File: src/rtl/owf_pkg.sv
/*
  Package for the overlay window and frame control block: row 15 register
  indices, field positions, reset values and timing constants.
  Assumes a single 100 MHz clock domain and the serial front end decoding
  row/column addresses into a byte-wide write/read port.
*/
package owf_pkg;
  // ---------------------------------------------------------------------
  // register indices within row 15
  // ---------------------------------------------------------------------
  localparam logic [4:0] COL_WIN_BASE = 5'h00;
  localparam logic [4:0] COL_VERT_START = 5'h0C;
  localparam logic [4:0] COL_HORZ_START = 5'h0D;
  localparam logic [4:0] COL_CHAR_HEIGHT = 5'h0E;
  localparam logic [4:0] COL_LINE_RES = 5'h0F;
  localparam logic [4:0] COL_ROW_SPACING = 5'h10;
  localparam logic [4:0] COL_OVL_CTRL = 5'h11;
  localparam logic [4:0] COL_SYNC_CFG = 5'h12;
  localparam logic [4:0] ROW_CTRL = 5'h0F;
  localparam logic [4:0] NUM_WINDOWS = 5'h04;
  // ---------------------------------------------------------------------
  // field positions
  // ---------------------------------------------------------------------
  localparam int WIN_EN_BIT = 3;
  localparam int WIN_SHD_BIT = 1;
  localparam int OVL_EN_BIT = 7;
  localparam int EDGE_EN_BIT = 6;
  localparam int EDGE_SHADOW_BIT = 5;
  localparam int TRANS_EN_BIT = 4;
  localparam int TRANS_BLEND_BIT = 3;
  localparam int WIN_CLR_BIT = 2;
  localparam int SCR_CLR_BIT = 1;
  localparam int BLANK_CFG_BIT = 0;
  localparam int IDLE_DRIVE_BIT = 7;
  localparam int GLYPH_SIZE_BIT = 6;
  localparam int HSYNC_POL_BIT = 3;
  localparam int VSYNC_POL_BIT = 2;
  // ---------------------------------------------------------------------
  // reset values
  // ---------------------------------------------------------------------
  localparam logic [7:0] RST_VERT_START = 8'h04;
  localparam logic [7:0] RST_HORZ_START = 8'h0F;
  localparam logic [7:0] RST_LINE_RES = 8'h28;
  localparam logic [7:0] RST_ZERO = 8'h00;
  // ---------------------------------------------------------------------
  // geometry and timing
  // ---------------------------------------------------------------------
  localparam logic [6:0] MIN_CHAR_HEIGHT = 7'h12;
  localparam logic [9:0] LINES_PER_VSTEP = 10'h004;
  localparam logic [10:0] DOTS_PER_HSTEP = 11'h006;
  localparam logic [10:0] DOTS_PER_RES = 11'h00C;
  localparam logic [10:0] DOTS_PER_COL = 11'h00C;
  localparam int GLYPHS = 8;
  localparam int GLYPH_BYTES = 36;
  localparam int CLK_MHZ = 100;
  localparam int TRANS_TIME_MS = 500;
  localparam int TRANS_CYCLES = TRANS_TIME_MS * 1000 * CLK_MHZ;
  localparam int TRANS_STEPS = 16;
endpackage : owf_pkg

File: src/rtl/owf_top.sv
/*
  Overlay window/frame control: row 15 control registers, user glyph RAM,
  window priority and colour, frame position counters, edge effects,
  fade/blend transition and output pin drive.
  Assumes sync inputs, pixel strobe and register writes are synchronous to
  ref_clk_i; the character generator supplies glyph dot and colour inputs.
*/
`timescale 1ns/1ps

// Summary of operation
// - Eight user glyphs of 36 bytes each, glyph n in row n, columns 0..35.
// - Each of 18 glyph lines is two bytes with four unused filler bits.
// - Border mode edges all four sides; shadow mode only right and bottom.
// - Overlapping windows: window 1 wins, down to window 4 lowest.
// - A window whose start exceeds its end is disabled.
// - Each window uses three row-15 bytes: row span, column start, end+colour.
// - Window shows only with its enable bit; separate bit enables its shadow.
// - Window fill colour is the 3-bit RGB in its third byte.
// - Vertical start: 256 steps of 4 lines, resets to 4.
// - Horizontal start: 256 steps of 6 dots, resets to 15.
// - Character height 18..127 lines; small values add 18, value 2 gives 20.
// - Pixels per line equal resolution value times 12; resets to 40.
// - Row spacing adds 0..31 blank lines under each row; resets to 0.
// - Overlay runs while overlay enable is 1 and on through any fade-out; resets to 0.
// - Edge enable turns edging on; select bit picks shadow or border.
// - Transition enable gives about 0.5 s fade or blend on overlay toggle.
// - Window clear drops all window enables; screen clear pulses screen_clear_o once.
// - Blank config 0: blank high on chars or windows; 1: chars only.
// - Overlay off: colour and blank outputs low if idle drive, else released.
// - Glyph size bit picks 12x18 or 12x16; sync polarity bits per sync.
module owf_top #(
  parameter int TRANS_CYCLES = owf_pkg::TRANS_CYCLES
) (
  input wire logic ref_clk_i,
  input wire logic rst_b_i,
  input wire logic wr_en_i,
  input wire logic glyph_sel_i,
  input wire logic [4:0] wr_row_i,
  input wire logic [5:0] wr_col_i,
  input wire logic [7:0] wr_data_i,
  input wire logic [2:0] glyph_rd_idx_i,
  input wire logic [5:0] glyph_rd_col_i,
  input wire logic hsync_i,
  input wire logic vsync_i,
  input wire logic pixel_stb_i,
  input wire logic char_dot_i,
  input wire logic char_dot_right_i,
  input wire logic char_dot_below_i,
  input wire logic char_dot_left_i,
  input wire logic char_dot_above_i,
  input wire logic [2:0] char_rgb_i,
  output logic [7:0] rd_data_o,
  output logic [7:0] glyph_rd_data_o,
  output logic [2:0] rgb_out_o,
  output logic [2:0] rgb_oe_o,
  output logic fast_blank_out_o,
  output logic fast_blank_oe_o,
  output logic screen_clear_o,
  output logic glyph_size_select_o,
  output logic [1:0] vco_band_o,
  output logic sync_collision_detect_o,
  output logic [6:0] eff_char_height_o,
  output logic [10:0] pixels_per_line_o,
  output logic [3:0] trans_level_o
);
  // a ramp shorter than its step count would leave some levels zero cycles long
  if (TRANS_CYCLES < owf_pkg::TRANS_STEPS) begin : g_bad_trans
    $error("TRANS_CYCLES too small");
  end

  // ---------------------------------------------------------------------
  // register file
  // ---------------------------------------------------------------------
  logic [7:0] win_reg [0:11];
  logic [7:0] vert_start_reg, horz_start_reg, char_height_reg, line_res_reg;
  logic [7:0] row_spacing_reg, ovl_ctrl_reg, sync_cfg_reg;
  logic [7:0] glyph_mem [0:owf_pkg::GLYPHS*owf_pkg::GLYPH_BYTES-1];

  wire ctrl_wr = wr_en_i && !glyph_sel_i && (wr_row_i == owf_pkg::ROW_CTRL);
  wire glyph_wr = wr_en_i && glyph_sel_i && (wr_row_i[4:3] == 2'b00) &&
    (wr_col_i < 6'(owf_pkg::GLYPH_BYTES));
  wire ovl_wr = ctrl_wr && (wr_col_i[4:0] == owf_pkg::COL_OVL_CTRL) && !wr_col_i[5];
  wire win_clear = ovl_wr && wr_data_i[owf_pkg::WIN_CLR_BIT];

  // glyph n lives at n*36 + column; each dot line is two bytes
  function automatic logic [8:0] glyph_addr(input logic [2:0] g, input logic [5:0] c);
    glyph_addr = 9'(g) * 9'(owf_pkg::GLYPH_BYTES) + 9'(c);
  endfunction : glyph_addr

  always_ff @(posedge ref_clk_i) begin
    if (glyph_wr) begin
      glyph_mem[glyph_addr(wr_row_i[2:0], wr_col_i)] <= wr_data_i;
    end
    glyph_rd_data_o <= glyph_mem[glyph_addr(glyph_rd_idx_i, glyph_rd_col_i)];
  end

  // window bytes; a window clear drops only the enable bits
  always_ff @(posedge ref_clk_i) begin
    for (int i = 0; i < 12; i++) begin
      if (!rst_b_i) begin
        win_reg[i] <= owf_pkg::RST_ZERO;
      end else if (ctrl_wr && !wr_col_i[5] && wr_col_i[4:0] == 5'(i)) begin
        win_reg[i] <= wr_data_i;
      end else if (win_clear && (i % 3) == 1) begin
        win_reg[i][owf_pkg::WIN_EN_BIT] <= 1'b0;
      end
    end
  end

  // frame registers; clear bits self-return so they fire once
  always_ff @(posedge ref_clk_i) begin
    if (!rst_b_i) begin
      vert_start_reg <= owf_pkg::RST_VERT_START;
      horz_start_reg <= owf_pkg::RST_HORZ_START;
      char_height_reg <= owf_pkg::RST_ZERO;
      line_res_reg <= owf_pkg::RST_LINE_RES;
      row_spacing_reg <= owf_pkg::RST_ZERO;
      ovl_ctrl_reg <= owf_pkg::RST_ZERO;
      sync_cfg_reg <= owf_pkg::RST_ZERO;
    end else begin
      ovl_ctrl_reg[owf_pkg::WIN_CLR_BIT] <= 1'b0;
      ovl_ctrl_reg[owf_pkg::SCR_CLR_BIT] <= 1'b0;
      if (ctrl_wr && !wr_col_i[5]) begin
        case (wr_col_i[4:0])
          owf_pkg::COL_VERT_START: vert_start_reg <= wr_data_i;
          owf_pkg::COL_HORZ_START: horz_start_reg <= wr_data_i;
          owf_pkg::COL_CHAR_HEIGHT: char_height_reg <= {1'b0, wr_data_i[6:0]};
          owf_pkg::COL_LINE_RES: line_res_reg <= {1'b0, wr_data_i[6:0]};
          owf_pkg::COL_ROW_SPACING: row_spacing_reg <= {3'b000, wr_data_i[4:0]};
          owf_pkg::COL_OVL_CTRL: ovl_ctrl_reg <= wr_data_i;
          owf_pkg::COL_SYNC_CFG: sync_cfg_reg <= {wr_data_i[7:6], 1'b0, wr_data_i[4:0]};
          default: ;
        endcase
      end
    end
  end

  // readback of row 15; unmapped columns read zero
  logic [7:0] rd_next;
  always_comb begin
    rd_next = 8'h00;
    if (!wr_col_i[5] && wr_col_i[4:0] < 5'h0C) rd_next = win_reg[wr_col_i[3:0]];
    else if (!wr_col_i[5]) begin
      case (wr_col_i[4:0])
        owf_pkg::COL_VERT_START: rd_next = vert_start_reg;
        owf_pkg::COL_HORZ_START: rd_next = horz_start_reg;
        owf_pkg::COL_CHAR_HEIGHT: rd_next = char_height_reg;
        owf_pkg::COL_LINE_RES: rd_next = line_res_reg;
        owf_pkg::COL_ROW_SPACING: rd_next = row_spacing_reg;
        owf_pkg::COL_OVL_CTRL: rd_next = ovl_ctrl_reg;
        owf_pkg::COL_SYNC_CFG: rd_next = sync_cfg_reg;
        default: rd_next = 8'h00;
      endcase
    end
  end

  // ---------------------------------------------------------------------
  // derived geometry
  // ---------------------------------------------------------------------
  wire ovl_en = ovl_ctrl_reg[owf_pkg::OVL_EN_BIT];
  // values under 18 are offset by 18, so 2 gives 20
  wire [6:0] height_next = (char_height_reg[6:0] < owf_pkg::MIN_CHAR_HEIGHT) ?
    7'(char_height_reg[6:0] + owf_pkg::MIN_CHAR_HEIGHT) : char_height_reg[6:0];
  wire [10:0] ppl_next = 11'(line_res_reg) * owf_pkg::DOTS_PER_RES;
  wire [9:0] vstart_lines = 10'(vert_start_reg) * owf_pkg::LINES_PER_VSTEP;
  wire [10:0] hstart_dots = 11'(horz_start_reg) * owf_pkg::DOTS_PER_HSTEP;
  wire [6:0] row_pitch = 7'(height_next + 7'(row_spacing_reg[4:0]));
  // sync seen in the programmed polarity
  wire hs_act = hsync_i ~^ sync_cfg_reg[owf_pkg::HSYNC_POL_BIT];
  wire vs_act = vsync_i ~^ sync_cfg_reg[owf_pkg::VSYNC_POL_BIT];

  // ---------------------------------------------------------------------
  // raster position: dot and line counters relative to frame start
  // ---------------------------------------------------------------------
  logic hs_d_reg, vs_d_reg;
  logic [10:0] dot_reg;
  logic [9:0] line_reg;
  logic [6:0] row_line_reg;
  logic [3:0] row_reg;
  logic [3:0] col_dot_reg;
  logic [4:0] col_reg;
  wire hs_rise = hs_act && !hs_d_reg;
  wire vs_rise = vs_act && !vs_d_reg;
  wire h_in = dot_reg >= hstart_dots;
  wire v_in = line_reg >= vstart_lines;

  always_ff @(posedge ref_clk_i) begin
    if (!rst_b_i) begin
      hs_d_reg <= 1'b0;
      vs_d_reg <= 1'b0;
      dot_reg <= 11'h000;
      line_reg <= 10'h000;
      row_line_reg <= 7'h00;
      row_reg <= 4'h0;
      col_dot_reg <= 4'h0;
      col_reg <= 5'h00;
    end else begin
      hs_d_reg <= hs_act;
      vs_d_reg <= vs_act;
      if (vs_rise) begin
        line_reg <= 10'h000;
        row_line_reg <= 7'h00;
        row_reg <= 4'h0;
      end else if (hs_rise) begin
        line_reg <= 10'(line_reg + 10'h001);
        dot_reg <= 11'h000;
        col_dot_reg <= 4'h0;
        col_reg <= 5'h00;
        if (v_in) begin
          // each row spans the glyph height plus the spacing lines
          if (row_line_reg + 7'h01 >= row_pitch) begin
            row_line_reg <= 7'h00;
            row_reg <= 4'(row_reg + 4'h1);
          end else row_line_reg <= 7'(row_line_reg + 7'h01);
        end
      end else if (pixel_stb_i && dot_reg < ppl_next) begin
        dot_reg <= 11'(dot_reg + 11'h001);
        if (h_in) begin
          if (col_dot_reg == 4'(owf_pkg::DOTS_PER_COL - 11'h001)) begin
            col_dot_reg <= 4'h0;
            col_reg <= 5'(col_reg + 5'h01);
          end else col_dot_reg <= 4'(col_dot_reg + 4'h1);
        end
      end
    end
  end

  // ---------------------------------------------------------------------
  // windows: hit test, priority, shadow
  // ---------------------------------------------------------------------
  logic [3:0] win_hit, win_shd_hit;
  logic [2:0] win_rgb [0:3];
  always_comb begin
    for (int w = 0; w < 4; w++) begin
      logic [3:0] rs, re;
      logic [4:0] cs, ce;
      logic valid;
      rs = win_reg[3*w][7:4];
      re = win_reg[3*w][3:0];
      cs = {1'b0, win_reg[3*w+1][7:4]};
      ce = win_reg[3*w+2][7:3];
      // start beyond end disables the window
      valid = (rs <= re) && (cs <= ce) && win_reg[3*w+1][owf_pkg::WIN_EN_BIT];
      win_hit[w] = valid && h_in && v_in && row_reg >= rs && row_reg <= re &&
        col_reg >= cs && col_reg <= ce;
      // shadow falls one cell right and below the window
      win_shd_hit[w] = valid && win_reg[3*w+1][owf_pkg::WIN_SHD_BIT] && h_in && v_in &&
        !win_hit[w] && row_reg >= rs && row_reg <= 4'(re + 4'h1) &&
        col_reg >= cs && col_reg <= 5'(ce + 5'h01);
      win_rgb[w] = win_reg[3*w+2][2:0];
    end
  end

  // lowest-numbered window wins where they overlap
  logic [2:0] win_color;
  logic win_any;
  always_comb begin
    win_color = 3'b000;
    win_any = 1'b0;
    for (int w = 3; w >= 0; w--) begin
      if (win_shd_hit[w]) begin
        win_color = 3'b000;
        win_any = 1'b1;
      end
      if (win_hit[w]) begin
        win_color = win_rgb[w];
        win_any = 1'b1;
      end
    end
  end

  // ---------------------------------------------------------------------
  // edge effect and pixel mux
  // ---------------------------------------------------------------------
  wire edge_on = ovl_ctrl_reg[owf_pkg::EDGE_EN_BIT];
  wire shadow_mode = ovl_ctrl_reg[owf_pkg::EDGE_SHADOW_BIT];
  // border rings all sides; shadow keeps right and bottom only
  wire edge_dot = edge_on && !char_dot_i &&
    (shadow_mode ? (char_dot_right_i || char_dot_below_i) :
     (char_dot_right_i || char_dot_below_i || char_dot_left_i || char_dot_above_i));
  wire char_px = h_in && v_in && (char_dot_i || edge_dot);
  wire [2:0] px_rgb = char_dot_i ? char_rgb_i : (edge_dot ? 3'b000 : win_color);
  // blank on chars and windows, or chars only
  wire blank_next = ovl_ctrl_reg[owf_pkg::BLANK_CFG_BIT] ? char_px : (char_px || win_any);

  // ---------------------------------------------------------------------
  // fade/blend: ramp a level over about half a second on overlay toggle
  // ---------------------------------------------------------------------
  localparam int STEP_CYC = TRANS_CYCLES / owf_pkg::TRANS_STEPS;
  logic ovl_en_d_reg;
  logic [3:0] level_reg;
  logic [31:0] step_cnt_reg;
  wire trans_en = ovl_ctrl_reg[owf_pkg::TRANS_EN_BIT];
  always_ff @(posedge ref_clk_i) begin
    if (!rst_b_i) begin
      ovl_en_d_reg <= 1'b0;
      level_reg <= 4'h0;
      step_cnt_reg <= 32'h0000_0000;
    end else begin
      ovl_en_d_reg <= ovl_en;
      if (!trans_en) level_reg <= ovl_en ? 4'hF : 4'h0;
      else if (step_cnt_reg == 32'(STEP_CYC - 1)) begin
        step_cnt_reg <= 32'h0000_0000;
        if (ovl_en && level_reg != 4'hF) level_reg <= 4'(level_reg + 4'h1);
        else if (!ovl_en && level_reg != 4'h0) level_reg <= 4'(level_reg - 4'h1);
      end else step_cnt_reg <= 32'(step_cnt_reg + 32'h1);
    end
  end
  // blend gates colour by a dither threshold; fade gates blanking too
  wire blend = ovl_ctrl_reg[owf_pkg::TRANS_BLEND_BIT];
  wire show = (level_reg == 4'hF) || (level_reg > (col_dot_reg ^ dot_reg[3:0]));
  wire active = ovl_en || level_reg != 4'h0;

  // ---------------------------------------------------------------------
  // registered outputs
  // ---------------------------------------------------------------------
  wire idle_drive = sync_cfg_reg[owf_pkg::IDLE_DRIVE_BIT];
  always_ff @(posedge ref_clk_i) begin
    if (!rst_b_i) begin
      rd_data_o <= 8'h00;
      rgb_out_o <= 3'b000;
      rgb_oe_o <= 3'b000;
      fast_blank_out_o <= 1'b0;
      fast_blank_oe_o <= 1'b0;
      screen_clear_o <= 1'b0;
      glyph_size_select_o <= 1'b0;
      vco_band_o <= 2'b00;
      sync_collision_detect_o <= 1'b0;
      eff_char_height_o <= owf_pkg::MIN_CHAR_HEIGHT;
      pixels_per_line_o <= 11'(owf_pkg::RST_LINE_RES) * owf_pkg::DOTS_PER_RES;
      trans_level_o <= 4'h0;
    end else begin
      rd_data_o <= rd_next;
      screen_clear_o <= ovl_wr && wr_data_i[owf_pkg::SCR_CLR_BIT];
      glyph_size_select_o <= sync_cfg_reg[owf_pkg::GLYPH_SIZE_BIT];
      vco_band_o <= sync_cfg_reg[1:0];
      sync_collision_detect_o <= sync_cfg_reg[4];
      eff_char_height_o <= height_next;
      pixels_per_line_o <= ppl_next;
      trans_level_o <= level_reg;
      if (active) begin
        rgb_out_o <= (show || !blend) && show ? px_rgb : 3'b000;
        fast_blank_out_o <= blank_next && (blend || show);
        rgb_oe_o <= 3'b111;
        fast_blank_oe_o <= 1'b1;
      end else begin
        // overlay off: drive low or release the pins
        rgb_out_o <= 3'b000;
        fast_blank_out_o <= 1'b0;
        rgb_oe_o <= {3{idle_drive}};
        fast_blank_oe_o <= idle_drive;
      end
    end
  end

  // ---------------------------------------------------------------------
  // checks
  // ---------------------------------------------------------------------
  AST_OFF_IDLE: assert property (@(posedge ref_clk_i) disable iff (!rst_b_i)
    !active && !$past(active) |=> fast_blank_oe_o == $past(idle_drive) && rgb_out_o == 3'b000)
    else $error("idle outputs wrong");
  AST_HEIGHT_MIN: assert property (@(posedge ref_clk_i) disable iff (!rst_b_i)
    ##1 eff_char_height_o >= 7'h12) else $error("char height below 18");
  AST_PPL: assert property (@(posedge ref_clk_i) disable iff (!rst_b_i)
    ##1 pixels_per_line_o == 11'($past(line_res_reg)) * 11'h00C)
    else $error("pixels per line wrong");
  AST_CLR_SELF: assert property (@(posedge ref_clk_i) disable iff (!rst_b_i)
    ovl_wr && wr_data_i[2] |=> ##1 !ovl_ctrl_reg[2]) else $error("clear bit stuck");
  AST_WIN_CLR: assert property (@(posedge ref_clk_i) disable iff (!rst_b_i)
    win_clear |=> !win_reg[1][3] && !win_reg[4][3] && !win_reg[7][3] && !win_reg[10][3])
    else $error("window enable not cleared");
  AST_SCR_CLR: assert property (@(posedge ref_clk_i) disable iff (!rst_b_i)
    ovl_wr && wr_data_i[1] |=> screen_clear_o) else $error("screen clear not issued");
  AST_PRIO: assert property (@(posedge ref_clk_i) disable iff (!rst_b_i)
    win_hit[0] |-> win_color == win_reg[2][2:0]) else $error("window 1 lost priority");
  AST_DISABLED: assert property (@(posedge ref_clk_i) disable iff (!rst_b_i)
    win_reg[0][7:4] > win_reg[0][3:0] |-> !win_hit[0]) else $error("inverted window shown");
  AST_BLANK_CHARS: assert property (@(posedge ref_clk_i) disable iff (!rst_b_i)
    ovl_ctrl_reg[0] && !char_px |-> !blank_next) else $error("blank on window");
  AST_BORDER_ALL: assert property (@(posedge ref_clk_i) disable iff (!rst_b_i)
    edge_on && !shadow_mode && !char_dot_i && (char_dot_left_i || char_dot_above_i) |-> edge_dot)
    else $error("border side missing");
  AST_SHADOW_TWO: assert property (@(posedge ref_clk_i) disable iff (!rst_b_i)
    edge_on && shadow_mode && !char_dot_right_i && !char_dot_below_i |-> !edge_dot)
    else $error("shadow on wrong side");
endmodule : owf_top

File: config.mk
export PLATFORM = sky130hd
export DESIGN_NAME = owf_top
export DESIGN_NICKNAME = d
export VERILOG_FILES = /design/src/rtl/owf_pkg.sv /design/src/rtl/owf_top.sv
export SDC_FILE = /design/constraint.sdc
export NUM_CORES = 2
export LEC_CHECK = 0
export BUFFER_PORTS_ARGS = -buffer_cell sky130_fd_sc_hd__buf_4
export CAP_MARGIN = 40
export CORE_UTILIZATION = 60
export DETAILED_ROUTE_END_ITERATION = 8
export PLACE_DENSITY = 0.76
export SLEW_MARGIN = 20
export SYNTH_ARGS = -nofsm -noshare
export SYNTH_HDL_FRONTEND = slang
export SYNTH_SLANG_ARGS = --single-unit
File: constraint.sdc
create_clock -name ref_clk_i -period 6 [get_ports ref_clk_i]
set_input_delay 0.3 -clock ref_clk_i [delete_from_list [all_inputs] [get_ports ref_clk_i]]
set_output_delay 0.3 -clock ref_clk_i [all_outputs]
set_load 0.01 [all_outputs]
After elaboration in Yosys (flattened, before gate mapping)
Memories as Yosys holds them, arrays and structs flattened. A register that Yosys moved wholly into a read port is not among the register bits. Cells that the tools add are included.

RAM bits: 2400. Register bits: 172. Memories: 2.

Bitwise operators: 21. Multiplexer cells: 110. Order comparisons: 40. Equality and inequality tests: 25. $add $sub $neg: 21. Multipliers: 4. Reductions and logical operators: 141.

Memories: glyph_mem (depth 288, width 8, read ports 1, clocked after Yosys merged registers in 1, write ports 1, RTL line owf_top.sv:77) `logic [7:0] glyph_mem [0:owf_pkg::GLYPHS*owf_pkg::GLYPH_BYTES-1];`; win_reg (depth 12, width 8, read ports 13, clocked after Yosys merged registers in 0, write ports 12, RTL line owf_top.sv:74) `logic [7:0] win_reg [0:11];`.

Operator list (count): 8-bit 2-to-1 mux (14); 1-bit logical AND (98); 1-bit 2-to-1 mux (67); 8-bit one-hot mux with 7 select lines (1); 4-bit <= comparator (12); 5-bit by 4-bit equality test with 1-bit output, second input constant (9); 5-bit <= comparator (8); 4-bit 2-to-1 mux (9); 32-bit by 1-bit adder with 32-bit output, second input constant (1); 32-bit by 22-bit equality test with 1-bit output, second input constant (1); 32-bit 2-to-1 mux (1); 3-bit 2-to-1 mux (10); 4-bit by 1-bit adder with 4-bit output, second input constant (7); 5-bit by 1-bit adder with 5-bit output, second input constant (5); 11-bit 2-to-1 mux (2); 2-bit AND reduction (11); 5-bit by 3-bit equality test with 1-bit output, second input constant (4); 5-bit by 4-bit greater-or-equal comparator with 1-bit output (4); 4-bit by 5-bit <= comparator with 1-bit output (4); 5-bit 2-to-1 mux (4); 9-bit by 6-bit adder with 9-bit output (2); 4-bit greater-or-equal comparator (4); 1-bit OR (16); 5-bit equality test, second input constant (3); other kinds (36) (65).

Depth between registers and ports, before layout
An unclocked memory read counts as a cell.

Depth after elaboration: 27. Depth in mapped cells: 19. Mapped depth without buffers: 18.

Least setup slack after synthesis
No wires, ideal clock.

Kind: reg2reg. From: register horz_start_reg[1]. To: register rgb_out_o[1]. Setup slack: 2.564 ns. Cell stages (with the launch flop): 17. Setup time: 0.083 ns. Data arrival time: 3.353 ns. Cell sequence: dfxtp_1 -> ha_1 -> a21o_1 -> a21oi_1 -> o21bai_1 -> a21oi_1 -> inv_1 -> a21oi_1 -> o21bai_1 -> xnor2_1 -> ha_1 -> nand4_1 -> a21oi_1 -> o21ai_1 -> or3_1 -> a2111o_1 -> o221ai_1.

Cells in the longest elaborated chain, start to end: 22. Elaborated cells on any way between the ends: 59.

Ends and longest elaborated chain: start, declared (RTL line owf_top.sv:75) `logic [7:0] vert_start_reg, horz_start_reg, char_height_reg, line_res_reg;`; start signal, assigned (RTL line owf_top.sv:114) `horz_start_reg <= owf_pkg::RST_HORZ_START;`; start signal, assigned (RTL line owf_top.sv:126) `owf_pkg::COL_HORZ_START: horz_start_reg <= wr_data_i;`; 8-bit by 2-bit multiplier with 10-bit output * (RTL line owf_top.sv:166) `wire [10:0] hstart_dots = 11'(horz_start_reg) * owf_pkg::DOTS_PER_HSTEP;`; 11-bit greater-or-equal comparator * (RTL line owf_top.sv:184) `wire h_in = dot_reg >= hstart_dots;`; 1-bit logical AND (5 in a row) (RTL line owf_top.sv:244) `win_hit[w] = valid && h_in && v_in && row_reg >= rs && row_reg <= re &&`; 1-bit logical AND (RTL line owf_top.sv:245) `col_reg >= cs && col_reg <= ce;`; 1-bit zero test (RTL line owf_top.sv:248) `!win_hit[w] && row_reg >= rs && row_reg <= 4'(re + 4'h1) &&`; 1-bit logical AND (RTL line owf_top.sv:247) `win_shd_hit[w] = valid && win_reg[3*w+1][owf_pkg::WIN_SHD_BIT] && h_in && v_in &&`; 1-bit logical AND (3 in a row) (RTL line owf_top.sv:248); 1-bit logical AND (RTL line owf_top.sv:249) `col_reg >= cs && col_reg <= 5'(ce + 5'h01);`; 3-bit 2-to-1 mux (RTL line owf_top.sv:261) `if (win_shd_hit[w]) begin`; 3-bit 2-to-1 mux (RTL line owf_top.sv:265) `if (win_hit[w]) begin`; 3-bit 2-to-1 mux (RTL line owf_top.sv:261); 3-bit 2-to-1 mux (RTL line owf_top.sv:265); 3-bit 2-to-1 mux (RTL line owf_top.sv:261); 3-bit 2-to-1 mux * (RTL line owf_top.sv:265); 3-bit 2-to-1 mux * (2 in a row) (RTL line owf_top.sv:282) `wire [2:0] px_rgb = char_dot_i ? char_rgb_i : (edge_dot ? 3'b000 : win_color);`; end signal, assigned (RTL line owf_top.sv:342) `rgb_out_o <= (show || !blend) && show ? px_rgb : 3'b000;`; end, declared (RTL line owf_top.sv:54) `output logic [2:0] rgb_out_o,`.

Mark *: on every way between the ends. The rest lies on a longest branch, timed or not. A chain may end at the register's enable or synchronous reset.

Worst setup path in the final report
From: register horz_start_reg[0]. To: register rgb_out_o[1].

The elaborated chain is that of the path after synthesis.

==> results.toml <==
[layout]
fin_nets = 6452
layout_commonest_cell = "edfxtp_1"
stdcell_area_um2 = 119000
drive_above_1_share_pct = 20.0
fin_util_pct = 67.5
largest_reg_flops = 2304
layout_common_cells = "edfxtp_1 (2400), mux4_2 (641), nor2_1 (457), nand2_1 (413), clkbuf_16 (241)"
ff_latch_area_um2 = 75600
syn_to_final_growth_pct = 11.4
n_fill_cell = 11100
multi_input_area_um2 = 29300

[cts]
ctsHtreeMaxLevel = 4
clkSinkCount = 2575
postCtsHoldBufs = 23
path_clk_slew_ns = 0.06
cts_setup_buffers = 0
cts_resized = 0
insertion_delay_ns = 0.90
clock_path_buffers = 3
cts_tree = "done"
cts_buffers = 240
clock-root-buffer = "clkbuf_16"

[logic_synthesis]
synth_compound_area_share_pct = 3.32
synth_flop_cell = "edfxtp_1"
ys_ff_latch = 2575
yosys.area_share.adder_pct = 2.71
synthCells = 5990
ys_warn_count = 0
synth_top_cell_by_area = "edfxtp_1"
synth-xor-area-share_pct = 0.972
synth.yosys.seq_area_share_pct = 70.7
synth_top_family_by_area = "multiplexers"
synth_top_area_share_pct = 67.4
synth-edff-count = 2400
synthTopCellsByArea = "edfxtp_1 (67%), mux4_2 (13%), dfxtp_1 (3.3%)"
syn-cell-area_um2 = 107000
ys_async_sr_fraction_pct = 0
synth_cell_type_count = 85
yosys.area_share.simple_pct = 5.82
synthMuxAreaShare_pct = 14.4
syn_avg_cell_area_um2 = 17.9

[power]
power.density_nw_per_um2 = 324
peakVddDrop_uv = 312
leakage_uw = 0.0389

[min_path]
hold_path_class = "input pin to flip-flop"

[timing]
setup_slack_ns = 0.942
layout_min_cycle_time_ns = 5.06
whs_ns = -0.0242
maxSlewHeadroom_pct = 18.2
finalMaxSlewViolations = 0
finClkSkew_ns = 0.0567
finalHoldViolCount = 3
finalSetupTns_ns = 0
period_share_pct = 84.3
worst_pin_slew_ns = 1.23
rsz0062_at_grt = "no"
final-setup-viol-count = 0
max_freq_mhz = 198

[run_status]
status = "finished with violations"
violations = "design-rule violations, negative hold slack"

[place]
pre_cts_slack_ns = 1.56
port_buffers = 91
place_area_um2 = 111000
place.detailed.hpwl_mm = 168
gp_congestion = 0.919

[floorplan]
ios = 94
die_w_um = 424
initial_core_util_pct = 60.6
core_area_um2 = 176000
fp.dieH_um = 424
fp.dieArea_um2 = 180000
rows = 154

[drt]
first_iter_violations = 8323
vias = 59100
drc_errors = 1
drt-vias-per-instance = 6.77
avgRoutedWirePerCell_um = 31.7
ant_nets = 0
dr.pass1.iters = 9
finalWirelength_mm = 277

[worst_setup_path]
crit_start = "horz_start_reg[0]"
end_kind = "flip-flop"
rr_worst_depth = 20
worstSetupPathType = "flip-flop to flip-flop"
crit_path_start_kind = "flip-flop"
r2r-end = "rgb_out_o[1]"
timing.rr.start = "horz_start_reg[0]"
worstPathArrival_ns = 5.81
regToRegSetupSlack_ns = 0.94
crit_fanout = 7
endpoint = "rgb_out_o[1]"
cp.required_ns = 6.75

[global_route]
antenna_found_initial = 1
grt-ovfl-total = 0
grt_max_degree = 192
grt_pass1_wl_mm = 404
track_usage_pct = 31.1
grt_pass1_vias = 58600

[run]
max_cap_viol_count = 0
## synthesized netlist by cell type (all sizes together), types with 7 or more instances
cell type / count
edfxtp: 2400
mux4: 647
nor2: 459
nand2: 415
ha: 222
dfxtp: 175
buf: 172
a21oi: 146
clkbuf: 138
inv: 126
and2: 124
nand3: 123
o21ai: 98
mux2i: 78
xnor2: 69
xor2: 48
a211oi: 41
nor2b: 40
nand4: 38
nor3: 37
a22oi: 32
nand2b: 32
o22ai: 31
a21o: 30
and3: 28
o21a: 27
a31oi: 21
a32oi: 20
a311oi: 17
nor4: 16
o211ai: 12
or3: 12
a2111oi: 8
nand3b: 8
o21bai: 7
## through the flow
| step | instances | total power [µW] |
|---|---|---|
| 4_1_cts | 8716 | 38600 |
| 6_report | 8735 | 38600 |
| 2_1_floorplan | 5991 | 21700 |
| 5_1_grt | 8727 | 39400 |
| 3_3_place_gp | 8215 | 23000 |
| 3_5_place_dp | 8245 | 23100 |
## critical path: stages (launching register included)
cell and delay [ns]:
dfxtp_1 0.41, ha_1 0.20, inv_1 0.06, fa_1 0.39, inv_1 0.07, a21oi_1 0.06
o21bai_1 0.20, a21o_1 0.15, a21o_1 0.13, xor2_1 0.16, ha_1 0.27, a21oi_1 0.16
nor2b_1 0.06, o21ai_0 0.14, nand2b_1 0.20, o21ai_1 0.58, nor3_1 0.17, a22oi_1 0.20
dlygate4sd3_1 0.60, o221ai_1 0.12, dlygate4sd3_1 0.59
## cell families (layout without fill, tap and decap cells)
| family | Yosys count | in the layout |
|---|---|---|
| AOI/OAI and AO/OA | 541 | 541 |
| xor gates and xnor gates | 117 | 117 |
| adders and majority gates | 228 | 228 |
| buffers and inverters | 436 | 832 |
| DFF | 2575 | 2575 |
| muxes | 730 | 730 |
| other | 1 | 10 |
| and+or+nand+nor | 1362 | 1362 |
## per-layer routing
layer  routed length (µm)  part of all wire, %  vias up  GRT usage (%)
met3                31700                   11      680           6.26
met1               102000                   37    30200           43.8
li1                     -                    -    24200              -
met5                   13               0.0047        -              0
met2               130000                   47     4055           48.1
met4                12400                  4.5        2           12.7
## worst min-delay path by stage
stage | end | startpoint | cells past startpoint | slack, ns
detailed placement | sync_cfg_reg[1] | sync_cfg_reg[1] | 2 | 0.47
finish | glyph_mem[279][5] | wr_data_i[5] | 1 | -0.02
floorplan | glyph_mem[0][0] | wr_data_i[0] | 0 | 0.40
CTS | glyph_rd_data_o[7] | glyph_rd_idx_i[2] | 4 | 0.02
global placement | sync_cfg_reg[0] | sync_cfg_reg[0] | 2 | 0.46
global route | glyph_mem[279][5] | wr_data_i[5] | 1 | 0.002
## final cells by class
type | instances | area share, %
multi-input cells | 2980 | 24.6
flip-flops and latches | 2575 | 63.5
clock buffers | 293 | 5.35
inverters | 126 | 0.397
clock inverters | 155 | 1.54
diodes | 8 | 0.0168
well taps | 2340 | 2.46
repair buffers | 258 | 2.21
## power by group
group	leakage [µW]	internal [µW]	switching (µW)
clock network	0.00397	9030	6770
registers	0.0230	19700	109
logic	0.0119	1020	2010
No activity file was read; power rests on OpenSTA's default activity.
